## src/hdl/vtp_defs.svh

```systemverilog
// register offsets, field positions, reset values and indirect map of the test-pattern block
`ifndef VTP_DEFS_SVH
`define VTP_DEFS_SVH
// register indices, byte address is four times the index
`define VTP_IDX_CTL 10'h064
`define VTP_IDX_CFG 10'h065
`define VTP_IDX_IA 10'h066
`define VTP_IDX_ID 10'h067
`define VTP_IDX_PSEL 10'h070
`define VTP_IDX_STAT 10'h071
// control register fields
`define VTP_CTL_EN 0
`define VTP_CTL_SEL_LSB 4
`define VTP_CTL_RST 8'h10
// configuration register fields
`define VTP_CFG_SCALE 6
`define VTP_CFG_CUST 5
`define VTP_CFG_B18 4
`define VTP_CFG_EXTCLK 3
`define VTP_CFG_TSEL 2
`define VTP_CFG_INV 1
`define VTP_CFG_ASCRL 0
`define VTP_CFG_RST 8'h00
`define VTP_IA_RST 8'h00
// indirect map
`define VTP_IND_DEPTH 32
`define VTP_IND_THL 5'h00
`define VTP_IND_THH 5'h01
`define VTP_IND_TVL 5'h02
`define VTP_IND_TVH 5'h03
`define VTP_IND_AHL 5'h04
`define VTP_IND_AHH 5'h05
`define VTP_IND_AVL 5'h06
`define VTP_IND_AVH 5'h07
`define VTP_IND_HSW 5'h08
`define VTP_IND_VSW 5'h09
`define VTP_IND_HBP 5'h0A
`define VTP_IND_VBP 5'h0B
`define VTP_IND_SCFG 5'h0C
`define VTP_IND_FT 5'h0D
`define VTP_IND_CR 5'h0E
`define VTP_IND_CG 5'h0F
`define VTP_IND_CB 5'h10
`define VTP_IND_DIV 5'h11
// pixel formats and colours
`define VTP_LVL_SH18 6
`define VTP_LVL_SH24 8
`define VTP_MASK18 24'hFC_FCFC
`define VTP_WHITE 24'hFF_FFFF
`define VTP_BLACK 24'h00_0000
`endif

```

## src/hdl/vtp_pkg.sv

```systemverilog
// shared types of the test-pattern block
`default_nettype none
package vtp_pkg;
	typedef enum logic [3:0] {
		PAT_CHECKER = 4'b0000, PAT_WHITE = 4'b0001, PAT_BLACK = 4'b0010, PAT_RED = 4'b0011,
		PAT_GREEN = 4'b0100, PAT_BLUE = 4'b0101, PAT_HG_W = 4'b0110, PAT_HG_R = 4'b0111,
		PAT_HG_G = 4'b1000, PAT_HG_B = 4'b1001, PAT_VG_W = 4'b1010, PAT_VG_R = 4'b1011,
		PAT_VG_G = 4'b1100, PAT_VG_B = 4'b1101, PAT_CUSTOM = 4'b1110, PAT_ALT_PIX = 4'b1111
	} vtp_pattern_e;
	typedef logic [11:0] vtp_coord_t;
endpackage
`default_nettype wire

```

## src/hdl/vtp_top.sv

```systemverilog
// test-pattern generator: apb registers, per-port timing and colour, output fifos
// Operation
// - checker scale bit draws checker squares 8x8 and alternating-pixel columns 8 wide, else 1 pixel.
// - custom-checker bit alternates custom colour with black, else white with black.
// - 18-bit select gives 64 gradient levels, otherwise 256 levels.
// - in 18-bit mode only six top bits per colour carry data.
// - internal timing clocks from external pixel clock if source bit set, else divider.
// - clock source is ignored while timing select is zero.
// - timing select one builds timing from programmed sizes, syncs and porches.
// - timing select zero follows incoming pixel clock, enable and syncs.
// - invert bit outputs the bitwise inverse of the pattern colour.
// - auto-scroll steps to next pattern after programmed frame count.
// - without auto-scroll the selected pattern stays.
// - every configuration field acts only on the port selected for access.
// - eight-bit indirect address register picks indirect location, resets zero.
// - indirect data write stores, read returns the addressed location.
// - checker code 0000, alternating-pixel code 1111.
// - patterns come out only while the enable bit is one.
`include "vtp_defs.svh"
`default_nettype none

////////////////////////////////////////////////////////////////////////////////
module vtp_fifo #(
	parameter int W = 27,
	parameter int DEPTH = 8
) (
	// clock and reset
	input wire logic clk,
	input wire logic arst_n,
	// fill side
	input wire logic in_valid,
	output logic in_ready,
	input wire logic [W-1:0] in_data,
	// drain side
	output logic out_valid,
	input wire logic out_ready,
	output logic [W-1:0] out_data
);
	localparam int AW = $clog2(DEPTH);
	logic [W-1:0] mem [DEPTH];
	logic [AW-1:0] wr_reg, rd_reg;
	logic [AW:0] cnt_reg;
	wire push = in_valid && in_ready;
	wire pop = out_valid && out_ready;

	// pointers wrap naturally, so depth must be a power of two
	if (DEPTH < 2 || (DEPTH & (DEPTH - 1)) != 0) begin : g_chk
		$error("vtp_fifo depth must be a power of two");
	end

	assign in_ready = (cnt_reg != (AW + 1)'(DEPTH));
	assign out_valid = (cnt_reg != '0);
	assign out_data = mem[rd_reg];

	// storage has no reset, only the pointers matter
	always_ff @(posedge clk) begin
		if (push)
			mem[wr_reg] <= in_data;
	end

	// pointer and fill count update
	always_ff @(posedge clk or negedge arst_n) begin
		if (!arst_n) begin
			wr_reg <= '0;
			rd_reg <= '0;
			cnt_reg <= '0;
		end else begin
			if (push)
				wr_reg <= wr_reg + 1'b1;
			if (pop)
				rd_reg <= rd_reg + 1'b1;
			cnt_reg <= cnt_reg + (AW + 1)'(push) - (AW + 1)'(pop);
		end
	end
endmodule

////////////////////////////////////////////////////////////////////////////////
module vtp_top #(
	parameter int PORTS = 2,
	parameter int FIFO_DEPTH = 8
) (
	// clock and reset
	input wire logic SYS_CLK,
	input wire logic ARST_N,
	// apb slave
	input wire logic PSEL,
	input wire logic PENABLE,
	input wire logic PWRITE,
	input wire logic [11:0] PADDR,
	input wire logic [31:0] PWDATA,
	input wire logic [3:0] PSTRB,
	output logic [31:0] PRDATA,
	output logic PREADY,
	output logic PSLVERR,
	// external video timing, asynchronous pins
	input wire logic VID_PCLK,
	input wire logic VID_DE,
	input wire logic VID_HS,
	input wire logic VID_VS,
	// pattern stream per port toward the serial link
	output logic [PORTS-1:0] PIX_VALID,
	input wire logic [PORTS-1:0] PIX_READY,
	output logic [PORTS*24-1:0] PIX_RGB,
	output logic [PORTS-1:0] PIX_DE,
	output logic [PORTS-1:0] PIX_HS,
	output logic [PORTS-1:0] PIX_VS
);
	localparam int FW = 27;

	if (PORTS != 2) begin : g_chk
		$error("vtp_top supports exactly two ports");
	end

	// colour of one pixel for a pattern code
	function automatic logic [23:0] pat_colour(input logic [3:0] sel, input vtp_pkg::vtp_coord_t x,
			input vtp_pkg::vtp_coord_t y, input logic [7:0] cfg, input logic [23:0] crgb,
			input vtp_pkg::vtp_coord_t ah, input vtp_pkg::vtp_coord_t av);
		logic cx, cy, chk;
		logic [19:0] hn, vn;
		logic [7:0] hg, vg;
		logic [23:0] c;
		cx = cfg[`VTP_CFG_SCALE] ? x[3] : x[0];
		cy = cfg[`VTP_CFG_SCALE] ? y[3] : y[0];
		chk = cx ^ cy;
		// gradient level = position * levels / active size
		hn = cfg[`VTP_CFG_B18] ? ({8'h00, x} << `VTP_LVL_SH18) : ({8'h00, x} << `VTP_LVL_SH24);
		vn = cfg[`VTP_CFG_B18] ? ({8'h00, y} << `VTP_LVL_SH18) : ({8'h00, y} << `VTP_LVL_SH24);
		hg = (ah == '0) ? 8'h00 : 8'(hn / {8'h00, ah});
		vg = (av == '0) ? 8'h00 : 8'(vn / {8'h00, av});
		if (cfg[`VTP_CFG_B18]) begin
			hg = {hg[5:0], 2'b00};
			vg = {vg[5:0], 2'b00};
		end
		unique case (vtp_pkg::vtp_pattern_e'(sel))
			vtp_pkg::PAT_CHECKER: c = chk ? (cfg[`VTP_CFG_CUST] ? crgb : `VTP_WHITE) : `VTP_BLACK;
			vtp_pkg::PAT_WHITE: c = `VTP_WHITE;
			vtp_pkg::PAT_BLACK: c = `VTP_BLACK;
			vtp_pkg::PAT_RED: c = 24'hFF_0000;
			vtp_pkg::PAT_GREEN: c = 24'h00_FF00;
			vtp_pkg::PAT_BLUE: c = 24'h00_00FF;
			vtp_pkg::PAT_HG_W: c = {hg, hg, hg};
			vtp_pkg::PAT_HG_R: c = {hg, 16'h0000};
			vtp_pkg::PAT_HG_G: c = {8'h00, hg, 8'h00};
			vtp_pkg::PAT_HG_B: c = {16'h0000, hg};
			vtp_pkg::PAT_VG_W: c = {vg, vg, vg};
			vtp_pkg::PAT_VG_R: c = {vg, 16'h0000};
			vtp_pkg::PAT_VG_G: c = {8'h00, vg, 8'h00};
			vtp_pkg::PAT_VG_B: c = {16'h0000, vg};
			vtp_pkg::PAT_CUSTOM: c = crgb;
			vtp_pkg::PAT_ALT_PIX: c = cx ? `VTP_WHITE : `VTP_BLACK;
		endcase
		if (cfg[`VTP_CFG_INV])
			c = ~c;
		if (cfg[`VTP_CFG_B18])
			c = c & `VTP_MASK18;
		return c;
	endfunction

	////////////////////////////////////////////////////////////////////////////
	// register file, one copy per port except port select and read data
	logic [7:0] ctl_reg [PORTS];
	logic [7:0] cfg_reg [PORTS];
	logic [7:0] ia_reg [PORTS];
	logic [7:0] ind_mem [PORTS][`VTP_IND_DEPTH];
	logic port_sel_reg;
	logic [PORTS-1:0] ovf_reg;
	logic [3:0] cur_pat [PORTS];
	logic [31:0] prdata_reg;

	// apb decode
	wire [9:0] idx = PADDR[11:2];
	wire hit_ctl = (idx == `VTP_IDX_CTL);
	wire hit_cfg = (idx == `VTP_IDX_CFG);
	wire hit_ia = (idx == `VTP_IDX_IA);
	wire hit_id = (idx == `VTP_IDX_ID);
	wire hit_psel = (idx == `VTP_IDX_PSEL);
	wire hit_stat = (idx == `VTP_IDX_STAT);
	wire mapped = hit_ctl | hit_cfg | hit_ia | hit_id | hit_psel | hit_stat;
	wire setup = PSEL && !PENABLE;
	wire wr_en = PSEL && PENABLE && PWRITE && mapped && PSTRB[0];
	wire [7:0] wb = PWDATA[7:0];
	wire ps = port_sel_reg;
	wire ia_ok = (ia_reg[ps] < 8'(`VTP_IND_DEPTH));
	wire [4:0] ia_lo = ia_reg[ps][4:0];
	// indirect read returns the addressed location, zero past the end
	wire [7:0] id_rd = ia_ok ? ind_mem[ps][ia_lo] : 8'h00;
	wire [7:0] rd_mux = hit_ctl ? ctl_reg[ps] :
		hit_cfg ? cfg_reg[ps] :
		hit_ia ? ia_reg[ps] :
		hit_id ? id_rd :
		hit_psel ? {7'h00, port_sel_reg} :
		hit_stat ? {cur_pat[ps], 2'b00, ovf_reg} : 8'h00;

	// zero wait states: read data is captured during setup
	assign PREADY = 1'b1;
	assign PSLVERR = PSEL && PENABLE && !mapped;
	assign PRDATA = prdata_reg;

	// read data capture
	always_ff @(posedge SYS_CLK or negedge ARST_N) begin
		if (!ARST_N)
			prdata_reg <= 32'h0000_0000;
		else if (setup && !PWRITE)
			prdata_reg <= {24'h00_0000, rd_mux};
	end

	// port select register
	always_ff @(posedge SYS_CLK or negedge ARST_N) begin
		if (!ARST_N)
			port_sel_reg <= 1'b0;
		else if (wr_en && hit_psel)
			port_sel_reg <= wb[0];
	end

	// writes land only on the port picked for access
	for (genvar p = 0; p < PORTS; p++) begin : g_regs
		wire sel_me = (ps == 1'(p));
		always_ff @(posedge SYS_CLK or negedge ARST_N) begin
			if (!ARST_N) begin
				ctl_reg[p] <= `VTP_CTL_RST;
				cfg_reg[p] <= `VTP_CFG_RST;
				ia_reg[p] <= `VTP_IA_RST;
			end else if (wr_en && sel_me) begin
				if (hit_ctl)
					ctl_reg[p] <= wb & 8'hF5;
				if (hit_cfg)
					cfg_reg[p] <= wb;
				if (hit_ia)
					ia_reg[p] <= wb;
			end
		end
		// indirect store, written through the data register
		always_ff @(posedge SYS_CLK or negedge ARST_N) begin
			if (!ARST_N) begin
				for (int i = 0; i < `VTP_IND_DEPTH; i++)
					ind_mem[p][i] <= 8'h00;
			end else if (wr_en && sel_me && hit_id && ia_ok) begin
				ind_mem[p][ia_lo] <= wb;
			end
		end
	end

	////////////////////////////////////////////////////////////////////////////
	// external pin synchronisers, shared by both ports
	logic [3:0] pin_ff1, pin_ff2, pin_ff3;
	always_ff @(posedge SYS_CLK or negedge ARST_N) begin
		if (!ARST_N) begin
			pin_ff1 <= 4'h0;
			pin_ff2 <= 4'h0;
			pin_ff3 <= 4'h0;
		end else begin
			pin_ff1 <= {VID_PCLK, VID_DE, VID_HS, VID_VS};
			pin_ff2 <= pin_ff1;
			pin_ff3 <= pin_ff2;
		end
	end
	// the pixel clock is oversampled, so it must run well below sys_clk / 2
	wire pclk_rise = pin_ff2[3] && !pin_ff3[3];
	wire ext_de = pin_ff3[2];
	wire ext_hs = pin_ff3[1];
	wire ext_vs = pin_ff3[0];

	////////////////////////////////////////////////////////////////////////////
	// one generator per port
	for (genvar p = 0; p < PORTS; p++) begin : g_gen
		wire [7:0] cfg = cfg_reg[p];
		wire en = ctl_reg[p][`VTP_CTL_EN];
		wire tsel = cfg[`VTP_CFG_TSEL];
		wire [11:0] tot_h = {ind_mem[p][`VTP_IND_THH][3:0], ind_mem[p][`VTP_IND_THL]};
		wire [11:0] tot_v = {ind_mem[p][`VTP_IND_TVH][3:0], ind_mem[p][`VTP_IND_TVL]};
		wire [11:0] act_h = {ind_mem[p][`VTP_IND_AHH][3:0], ind_mem[p][`VTP_IND_AHL]};
		wire [11:0] act_v = {ind_mem[p][`VTP_IND_AVH][3:0], ind_mem[p][`VTP_IND_AVL]};
		wire [11:0] h_start = 12'(ind_mem[p][`VTP_IND_HSW]) + 12'(ind_mem[p][`VTP_IND_HBP]);
		wire [11:0] v_start = 12'(ind_mem[p][`VTP_IND_VSW]) + 12'(ind_mem[p][`VTP_IND_VBP]);
		wire [23:0] crgb = {ind_mem[p][`VTP_IND_CR], ind_mem[p][`VTP_IND_CG], ind_mem[p][`VTP_IND_CB]};
		wire [7:0] ftime = ind_mem[p][`VTP_IND_FT];
		logic [7:0] div_reg;
		logic [11:0] h_reg, v_reg, ex_reg, ey_reg;
		logic [7:0] frm_reg;
		logic [3:0] scr_reg;
		logic ede_reg, evs_reg;
		logic fifo_rdy;
		logic [FW-1:0] fifo_q;

		// internal divided clock
		wire div_tick = (div_reg >= ind_mem[p][`VTP_IND_DIV]);
		// source bit only matters under internal timing
		wire tick = tsel ? (cfg[`VTP_CFG_EXTCLK] ? pclk_rise : div_tick) : pclk_rise;
		// internal timing stalls on a full fifo, external timing cannot
		wire step = tick && en && (fifo_rdy || !tsel);
		wire h_last = (h_reg >= tot_h - 12'h001);
		wire v_last = (v_reg >= tot_v - 12'h001);
		wire i_hs = (h_reg < 12'(ind_mem[p][`VTP_IND_HSW])) ^ ind_mem[p][`VTP_IND_SCFG][0];
		wire i_vs = (v_reg < 12'(ind_mem[p][`VTP_IND_VSW])) ^ ind_mem[p][`VTP_IND_SCFG][1];
		wire i_de = (h_reg >= h_start) && (h_reg < h_start + act_h) && (v_reg >= v_start) && (v_reg < v_start + act_v);
		// timing source choice
		wire o_de = tsel ? i_de : ext_de;
		wire o_hs = tsel ? i_hs : ext_hs;
		wire o_vs = tsel ? i_vs : ext_vs;
		wire [11:0] px = tsel ? h_reg - h_start : ex_reg;
		wire [11:0] py = tsel ? v_reg - v_start : ey_reg;
		wire frame_end = tsel ? (step && h_last && v_last) : (step && ext_vs && !evs_reg);
		wire frame_due = (frm_reg + 8'h01 >= ftime);
		wire [3:0] pat = cfg[`VTP_CFG_ASCRL] ? scr_reg : ctl_reg[p][7:`VTP_CTL_SEL_LSB];
		wire [23:0] rgb = o_de ? pat_colour(pat, px, py, cfg, crgb, act_h, act_v) : `VTP_BLACK;

		assign cur_pat[p] = pat;

		// divider runs always so its phase is free of register timing
		always_ff @(posedge SYS_CLK or negedge ARST_N) begin
			if (!ARST_N)
				div_reg <= 8'h00;
			else
				div_reg <= div_tick ? 8'h00 : div_reg + 8'h01;
		end

		// internal raster counters
		always_ff @(posedge SYS_CLK or negedge ARST_N) begin
			if (!ARST_N) begin
				h_reg <= 12'h000;
				v_reg <= 12'h000;
			end else if (!en || !tsel) begin
				h_reg <= 12'h000;
				v_reg <= 12'h000;
			end else if (step) begin
				h_reg <= h_last ? 12'h000 : h_reg + 12'h001;
				if (h_last)
					v_reg <= v_last ? 12'h000 : v_reg + 12'h001;
			end
		end

		// position recovered from external timing
		always_ff @(posedge SYS_CLK or negedge ARST_N) begin
			if (!ARST_N) begin
				ex_reg <= 12'h000;
				ey_reg <= 12'h000;
				ede_reg <= 1'b0;
				evs_reg <= 1'b0;
			end else if (tick) begin
				ede_reg <= ext_de;
				evs_reg <= ext_vs;
				ex_reg <= ext_de ? ex_reg + 12'h001 : 12'h000;
				if (ext_vs)
					ey_reg <= 12'h000;
				else if (ede_reg && !ext_de)
					ey_reg <= ey_reg + 12'h001;
			end
		end

		// auto-scroll frame counter and pattern stepper
		always_ff @(posedge SYS_CLK or negedge ARST_N) begin
			if (!ARST_N) begin
				frm_reg <= 8'h00;
				scr_reg <= 4'h0;
			end else if (!cfg[`VTP_CFG_ASCRL]) begin
				frm_reg <= 8'h00;
				scr_reg <= ctl_reg[p][7:`VTP_CTL_SEL_LSB];
			end else if (frame_end) begin
				frm_reg <= frame_due ? 8'h00 : frm_reg + 8'h01;
				if (frame_due)
					scr_reg <= scr_reg + 4'h1;
			end
		end

		// overflow when external timing meets a full fifo; set wins over clear
		wire ovf_set = tick && en && !tsel && !fifo_rdy;
		wire ovf_clr = wr_en && hit_stat && wb[p];
		always_ff @(posedge SYS_CLK or negedge ARST_N) begin
			if (!ARST_N)
				ovf_reg[p] <= 1'b0;
			else
				ovf_reg[p] <= ovf_set || (ovf_reg[p] && !ovf_clr);
		end

		vtp_fifo #(.W(FW), .DEPTH(FIFO_DEPTH)) u_fifo (
			.clk(SYS_CLK),
			.arst_n(ARST_N),
			.in_valid(step),
			.in_ready(fifo_rdy),
			.in_data({o_vs, o_hs, o_de, rgb}),
			.out_valid(PIX_VALID[p]),
			.out_ready(PIX_READY[p]),
			.out_data(fifo_q)
		);

		assign PIX_RGB[p*24 +: 24] = fifo_q[23:0];
		assign PIX_DE[p] = fifo_q[24];
		assign PIX_HS[p] = fifo_q[25];
		assign PIX_VS[p] = fifo_q[26];
	end
endmodule
`default_nettype wire

```

## config.mk

```make
export PLATFORM = sky130hd
export DESIGN_NAME = vtp_top
export DESIGN_NICKNAME = d
export VERILOG_FILES = /design/src/hdl/vtp_pkg.sv /design/src/hdl/vtp_top.sv
export VERILOG_INCLUDE_DIRS = /design/src /design/src/hdl
export SDC_FILE = /design/constraint.sdc
export NUM_CORES = 2
export LEC_CHECK = 0
export BUFFER_PORTS_ARGS = -buffer_cell sky130_fd_sc_hd__buf_2
export CORE_ASPECT_RATIO = 2
export CORE_MARGIN = 8
export CORE_UTILIZATION = 55
export DETAILED_ROUTE_END_ITERATION = 7
export GPL_TIMING_DRIVEN = 0
export MAX_ROUTING_LAYER = met4
export PLACE_DENSITY_LB_ADDON = 0.08
export SLEW_MARGIN = 0
export SYNTH_ARGS = -nofsm -noshare
export SYNTH_HDL_FRONTEND = slang
export SYNTH_SLANG_ARGS = --single-unit
```

## constraint.sdc

```tcl
create_clock -name SYS_CLK -period 118.3 [get_ports SYS_CLK]
set_input_delay 17.745 -clock SYS_CLK [delete_from_list [all_inputs] [get_ports SYS_CLK]]
set_output_delay 17.745 -clock SYS_CLK [all_outputs]
set_load 0.02 [all_outputs]
```

# Yosys cells after proc, flatten, opt, wreduce, memory -nomap -nowiden
# Memories as Yosys holds them, arrays and structs flattened.
# Index checks and enable logic that the tools add are counted.
# op_classes
n_addsub	38
n_mul	0
div_mod_pow	4
n_lt_le_gt_ge	24
eq_ne	42
n_shift	0
muxes	115
n_bitwise	16
reduce_logical	96
# op_table
op	n
$mux 256	3
$pmux 24 s16	2
$bwmux 256	2
$mux 12	24
$mux 8	35
$mux 24	10
$add 12x1->12 const B	8
$div 20x12->20	4
$mux 20	4
$eq 4x4->1 const B	16
$eq 10x7->1 const B	6
$logic_and 1x1->1	49
$add 9x12->12	4
$ge 12x12->1	4
$ge 12x9->1	4
$logic_not 12->1	4
$lt 12x12->1	4
$lt 12x8->1	4
$not 24->24	2
$sub 12x1->12 const B	4
$sub 12x9->12	4
$mux 4	11
$bmux 8 s5	1
$demux 8 s5	1
other kinds (29)	125
# totals
regBits	739
latchBits	0
mem_bits_rw	432
romBits	0
input_bits	59
out_inout_bits	90
wordCells	438
memories	2
# memory_table
memory	depth	width	rd	rd_clocked_by_memory_dff	wr	line_no	source
g_gen[0].u_fifo.mem	8	27	1	0	1	vtp_top.sv:40	logic [W-1:0] mem [DEPTH];
g_gen[1].u_fifo.mem	8	27	1	0	1	vtp_top.sv:40	

# Longest topological paths before layout
# depth
ltp_word	13
depth_mapped	230
ltp_nobuf	219

# Cells and area by module
# From an unflattened synthesis, not the netlist that was laid out.
# hier_totals
hier_cells	11175
hier_area_um2	104295.0
# modules_own_cells
module	instances	cells_per_inst	area_each_um2	seq_area_each_um2
vtp_top	1	10441	86660.6	17994.8
vtp_fifo	2	367	8817.2	6736.5

# Least setup slack after synthesis
# Ideal clock, no wire load.
# synth_path
path_type	flip-flop to flip-flop
from	register ind_mem[184] (netlist bit)
to	memory g_gen[1].u_fifo.mem[0][16] (data pin)
setup_ns	0.230
arrival_time_ns	43.691
t_required_ns	118.070
path_slack_ns	74.379
stages_incl_launch_ff	214
path_buffers	18
period_less_slack_ns	43.921
cell_sequence	dfrtp_1 > ha_1 > inv_1 > fa_1 > inv_1 > a21oi_1 > o21bai_1 > a21oi_1 > o21bai_1 > a21o_1 > a21o_1 > inv_1 > ha_1 > a21o_1 > or3_1 > a32o_1 > a211o_1 > ha_1 > [... 178 more ...] > a21bo_2 > mux2i_1 > o211ai_1 > nor2_1 > clkbuf_1 > mux2_2 > nand2_1 > o31ai_1 > ha_1 > a21o_1 > a21o_1 > a221oi_1 > o2111ai_1 > a221oi_1 > a211oi_1 > a221o_1 > o2bb2ai_1 > mux2i_1
# synth_via
elab_chain_cells	12
elab_cells_between_ends	23
cone_classes	add/sub: 3; div: 1; order compare: 2; mux: 12; bitwise: 2; reduce/logical: 3
# synth_rtl
item	line_no	source
start: declaration	vtp_top.sv:164	logic [7:0] ind_mem [PORTS][`VTP_IND_DEPTH];
start signal: indexed assignment	vtp_top.sv:238	ind_mem[p][ia_lo] <= wb;
$add 8x8->9 *	vtp_top.sv:273	wire [11:0] h_start = 12'(ind_mem[p][`VTP_IND_HSW]) + 12'(ind_mem[p][`VTP_IND_HBP]);
$sub 12x9->12	vtp_top.sv:300	wire [11:0] px = tsel ? h_reg - h_start : ex_reg;
$mux 12	vtp_top.sv:300	
$mux 20	vtp_top.sv:126	hn = cfg[`VTP_CFG_B18] ? ({8'h00, x} << `VTP_LVL_SH18) : ({8'h00, x} << `VTP_LVL_SH24);
$div 20x12->20	vtp_top.sv:128	hg = (ah == '0) ? 8'h00 : 8'(hn / {8'h00, ah});
$mux 8	vtp_top.sv:128	
$mux 8	vtp_top.sv:130	if (cfg[`VTP_CFG_B18]) begin
$pmux 24 s16	vtp_top.sv:134	unique case (vtp_pkg::vtp_pattern_e'(sel))
$not 24->24	vtp_top.sv:153	c = ~c;
$mux 24	vtp_top.sv:152	if (cfg[`VTP_CFG_INV])
$mux 18	vtp_top.sv:154	if (cfg[`VTP_CFG_B18])
$mux 24 (no line) *	--	
via g_gen[1].rgb[16]	vtp_top.sv:305	wire [23:0] rgb = o_de ? pat_colour(pat, px, py, cfg, crgb, act_h, act_v) : `VTP_BLACK;
end: declaration	vtp_top.sv:40	
# Mark *: on every way through the listed nets, which the timed path passes. The rest lies on a longest branch.

# Worst setup path after layout
# layout_path
from	register cfg_reg (netlist bit g_gen[1].cfg[2])
to	memory g_gen[1].u_fifo.mem[5][10] (data pin)
# layout_via
elab_chain_cells	10
elab_cells_between_ends	21
cone_classes	div: 2; mux: 17; bitwise: 2
# layout_rtl
item	line_no	source
start: declaration	vtp_top.sv:162	logic [7:0] cfg_reg [PORTS];
start signal: indexed assignment	vtp_top.sv:221	cfg_reg[p] <= `VTP_CFG_RST;
start signal: indexed assignment	vtp_top.sv:227	cfg_reg[p] <= wb;
$mux 12 (on tied branches)	vtp_top.sv:301, vtp_top.sv:300	
$mux 20 (on tied branches)	vtp_top.sv:127, vtp_top.sv:126	
$div 20x12->20 (on tied branches)	vtp_top.sv:129, vtp_top.sv:128	
$mux 8 (on tied branches)	vtp_top.sv:129, vtp_top.sv:128	
$mux 8	vtp_top.sv:130	
$pmux 24 s16	vtp_top.sv:134	
$not 24->24	vtp_top.sv:153	
$mux 24	vtp_top.sv:152	
$mux 18	vtp_top.sv:154	
$mux 24 (no line) *	--	
via g_gen[1].rgb[10]	vtp_top.sv:305	
# Marks and branches as above.

==> results.sh <==
export IMPL_finalHoldViolations=0
export IMPL_num_rows=224
export IMPL_max_slew_worst_pin_slew_ns=1.524
export IMPL_global_route_met3_utilization_pct=9.808
export IMPL_post_cts_setup_buffer_count=0
export IMPL_clock_insertion_delay_worst_skew_ns=0.77
export IMPL_n_fill_cell=16230
export IMPL_cts_hold_fix_buffers=0
export IMPL_met1_usage_pct=37.29
export IMPL_root_buffer="sky130_fd_sc_hd__clkbuf_16"
export IMPL_die_w_um=322.1
export IMPL_largest_register_by_flop_count="g_gen.u_fifo.mem"
export IMPL_ios=149
export IMPL_wl_per_cell_um=31.53
export IMPL_finalSetupViolCount=0
export IMPL_via_count_of_the_first_global_routing_pass=95430
export IMPL_number_of_antenna_violations_at_the_first_check_in_global_routing=37
export IMPL_synth_warnings=0
export IMPL_viasPerCell=6.817
export IMPL_timing_critical_path_slowest_cell_delay_ns=1.07
export IMPL_post_route_min_period_ns=59.21
export IMPL_crit_top_cell="sky130_fd_sc_hd__o21a_1"
export IMPL_grt_setup_unrepaired="no"
export IMPL_drive_gt1_share_pct=13.43
export IMPL_drt_initial_drc_count=7440
export IMPL_critical_path_endpoint_type="register"
export IMPL_grt_start_max_net_pins=124
export IMPL_postSynthAreaPerCell_um2=9.351
export IMPL_run_status="finished, violations left"
export IMPL_gpl_final_weighted_congestion=1.114
export IMPL_min_path_type="register to register"
export IMPL_core_area_um2=186100
export IMPL_number_of_enable_flip_flop_cells_after_synthesis=432
export IMPL_postCtsResizedCells=0
export IMPL_r2r_worst_path_cells=200
export IMPL_ant_nets=0
export IMPL_setup_tns_ns=0
export IMPL_initial_core_util_pct=55.37
export IMPL_place_hpwl_mm=341.1
export IMPL_finalMaxSlewViolations=38
export IMPL_first_pass_grt_wire_length_mm=631.6
export IMPL_crit_path_top_delay_cell="sky130_fd_sc_hd__a221oi_1"
export IMPL_grtUsageMet2_pct=73.75
export IMPL_largest_register_ffs=432
export IMPL_grtUsageTotal_pct=43.52
export IMPL_violations="capacitance limit, slew limit"
export IMPL_worst_path_maximum_fanout=10
export IMPL_htree_num_levels=3
export IMPL_port_buffers=86
export IMPL_achievable_frequency_ghz=0.01689
export IMPL_floorplan_die_height_um=628.1
export IMPL_detailedRoute_firstPassIterationCount=8
export IMPL_num_nets_final=12330
export IMPL_synthArstFlopShare_pct=63.11
export IMPL_mappedNetlistArea_um2=103000
export IMPL_area_delta_synth_final_pct=8.110
export IMPL_sequential_cell_area_um2=31470
export IMPL_cp_data_arrival_time_ns=59.64
export IMPL_tritoncts_num_buffers=102
export IMPL_clock_skew_final_ns=0.06023
export IMPL_worst_setup_path_start_kind="register"
export IMPL_num_vias=94690
export IMPL_drc_errors=0
export IMPL_worst_ep_required_time_ns=118.73
export IMPL_die_area_um2=202300
export IMPL_ys_flop_type="sky130_fd_sc_hd__dfrtp_1"
export IMPL_clock_tree_from_tritoncts="built"
export IMPL_max_slew_margin_rel_pct=-1.584
export IMPL_multiInputGateArea_um2=68570
export IMPL_wl_mm=438.0
export IMPL_cts_path_max_buffers=3
export IMPL_clock_sinks=1171
export IMPL_synth_cells=11020
export IMPL_postSynthRegisterBits=1171
export IMPL_hold_depth=0
export IMPL_clock_pin_slew_worst_setup_and_hold_paths_ns=0.07
export IMPL_worstSetupPathType="register to register"
export IMPL_min_period_over_period_pct=50.05
export IMPL_yosysUniqueCellTypes=118
export IMPL_maxCapViolCount=7
export IMPL_gr_total_overflow=0
export IMPL_grt_busiest_layer="met2"
export IMPL_seq_area_frac_synth_pct=30.54
==> synthesized netlist by cell type (36+ instances only) <==
library cell,n,area [um2]
sky130_fd_sc_hd__o31ai_1,98,735.7
sky130_fd_sc_hd__a22oi_1,36,270.3
sky130_fd_sc_hd__nor2_1,804,3018
sky130_fd_sc_hd__buf_1,51,191.4
sky130_fd_sc_hd__nand2b_1,180,1126
sky130_fd_sc_hd__nand4_1,87,544.3
sky130_fd_sc_hd__and3_1,117,732.0
sky130_fd_sc_hd__mux2i_1,184,1842
sky130_fd_sc_hd__o221ai_1,36,315.3
sky130_fd_sc_hd__edfxtp_1,432,12970
sky130_fd_sc_hd__nor4_1,51,319.1
sky130_fd_sc_hd__mux2_2,805,9065
sky130_fd_sc_hd__inv_1,445,1670
sky130_fd_sc_hd__mux4_2,159,3581
sky130_fd_sc_hd__a21boi_0,49,367.9
sky130_fd_sc_hd__ha_1,970,12140
sky130_fd_sc_hd__xnor2_1,373,3267
sky130_fd_sc_hd__nor2b_1,173,1082
sky130_fd_sc_hd__nor3_1,291,1456
sky130_fd_sc_hd__o22ai_1,48,300.3
sky130_fd_sc_hd__or2_2,57,356.6
sky130_fd_sc_hd__or3_1,97,606.8
sky130_fd_sc_hd__nand2_1,894,3356
sky130_fd_sc_hd__o21ai_0,589,2948
sky130_fd_sc_hd__nand3_1,215,1076
sky130_fd_sc_hd__a21oi_1,697,3488
sky130_fd_sc_hd__a311oi_1,55,481.7
sky130_fd_sc_hd__xor2_1,215,1883
sky130_fd_sc_hd__o211ai_1,94,705.7
sky130_fd_sc_hd__dfrtp_1,737,18440
sky130_fd_sc_hd__o21a_1,257,1929
sky130_fd_sc_hd__a211oi_1,135,1013
sky130_fd_sc_hd__a221oi_1,59,516.8
sky130_fd_sc_hd__a21o_1,312,2342
sky130_fd_sc_hd__and2_1,91,569.3
sky130_fd_sc_hd__o21bai_1,71,533.0
sky130_fd_sc_hd__a31oi_1,95,594.3
sky130_fd_sc_hd__clkbuf_1,321,1205
==> worst max-delay path, delay by kind of cell, from the launching register on <==
family / cells / cell delay [ns]
simple gates: 50 / 11.02
compound gates: 101 / 27.69
mux: 5 / 2.47
fa+ha+maj: 19 / 6.03
buf+inv: 25 / 11.18
flops: 1 / 0.32
==> cell type report <==
type,instances,area share (%)
Multi-Input combinational cell,9014,61.55
Antenna cell,39,0.08761
Clock inverter,68,0.7626
Timing Repair Buffer,132,1.097
Clock buffer,124,2.447
Tap cell,2486,2.792
Inverter,450,1.516
Buffer,407,1.498
Sequential cell,1171,28.25
==> cell families (layout without fill, tap and decap cells) <==
| family | after synthesis | after routing | share of synthesized area (%) |
|---|---|---|---|
| AND/OR/NAND/NOR | 3182 | 3182 | 14.88 |
| adder cells (fa/ha/maj) | 988 | 988 | 12.13 |
| AO/OA/AOI/OAI | 3082 | 3082 | 20.14 |
| multiplexers | 1149 | 1149 | 14.07 |
| XOR/XNOR | 588 | 588 | 4.998 |
| buffers and inverters | 857 | 1181 | 3.232 |
| flip-flops | 1171 | 1171 | 30.54 |
| other | 2 | 64 | 0.007288 |
==> through the flow <==
| stage | worst slack (ns) | util [%] | cells | hold slack [ns] | area [um2] |
|---|---|---|---|---|---|
| after floorplan | 74.38 | - | 11040 | 0.3312 | 103100 |
| after global placement | 59.76 | 57.32 | 13610 | 0.3361 | 106700 |
| final | 59.09 | 59.86 | 13890 | 0.3391 | 111400 |
| after global routing | 56.40 | 59.86 | 13890 | 0.3527 | 111400 |
| after CTS | 60.38 | 59.72 | 13850 | 0.3437 | 111100 |
| after detailed placement | 60.62 | 57.79 | 13650 | 0.3371 | 107600 |
==> placed cells by master, fill, tap and decap left out, types with 59 or more instances in the layout <==
master / n
sky130_fd_sc_hd__ha_1: 970
sky130_fd_sc_hd__nand2_1: 894
sky130_fd_sc_hd__mux2_2: 805
sky130_fd_sc_hd__nor2_1: 787
sky130_fd_sc_hd__dfrtp_1: 737
sky130_fd_sc_hd__a21oi_1: 695
sky130_fd_sc_hd__o21ai_0: 584
sky130_fd_sc_hd__inv_1: 445
sky130_fd_sc_hd__edfxtp_1: 432
sky130_fd_sc_hd__xnor2_1: 373
sky130_fd_sc_hd__clkbuf_1: 315
sky130_fd_sc_hd__a21o_1: 312
sky130_fd_sc_hd__nor3_1: 286
sky130_fd_sc_hd__o21a_1: 257
sky130_fd_sc_hd__nand3_1: 215
sky130_fd_sc_hd__xor2_1: 215
sky130_fd_sc_hd__nand2b_1: 180
sky130_fd_sc_hd__mux2i_1: 180
sky130_fd_sc_hd__nor2b_1: 173
sky130_fd_sc_hd__mux4_2: 159
sky130_fd_sc_hd__a211oi_1: 133
sky130_fd_sc_hd__and3_1: 117
sky130_fd_sc_hd__clkbuf_16: 103
sky130_fd_sc_hd__o31ai_1: 98
sky130_fd_sc_hd__or3_1: 97
sky130_fd_sc_hd__a31oi_1: 95
sky130_fd_sc_hd__o211ai_1: 94
sky130_fd_sc_hd__buf_2: 93
sky130_fd_sc_hd__and2_1: 91
sky130_fd_sc_hd__nand4_1: 87
sky130_fd_sc_hd__o21bai_1: 71
sky130_fd_sc_hd__a221oi_1: 59
==> metal layers <==
metal	vias up	share of wire [%]	routed length (um)
met4	0	14	61990
met1	46120	30	130800
li1	41950	-	-
met2	4344	50	217500
met3	2285	6.3	27670
met5	-	0	0
==> path summary, 6_finish.rpt <==
| path | to | startpoint | slack [ns] |
|---|---|---|---|
| setup / recovery | g_gen[1].u_fifo.mem[5][10] | g_gen[1].cfg[2] | 59.09 |
| hold / removal | pin_ff3[2] | pin_ff2[2] | 0.34 |
| setup reg to reg | g_gen[1].u_fifo.mem[5][10] | g_gen[1].cfg[2] | 59.09 |
| hold reg to reg | pin_ff3[2] | pin_ff2[2] | 0.34 |
| max in group asynchronous | g_gen[1].scr_reg[3] | ARST_N | 98.62 |
| min in group asynchronous | ind_mem[10] | ARST_N | 16.90 |
Power is not shown: default switching activity piles up to over one toggle a cycle in this logic, so the estimate is an artifact.
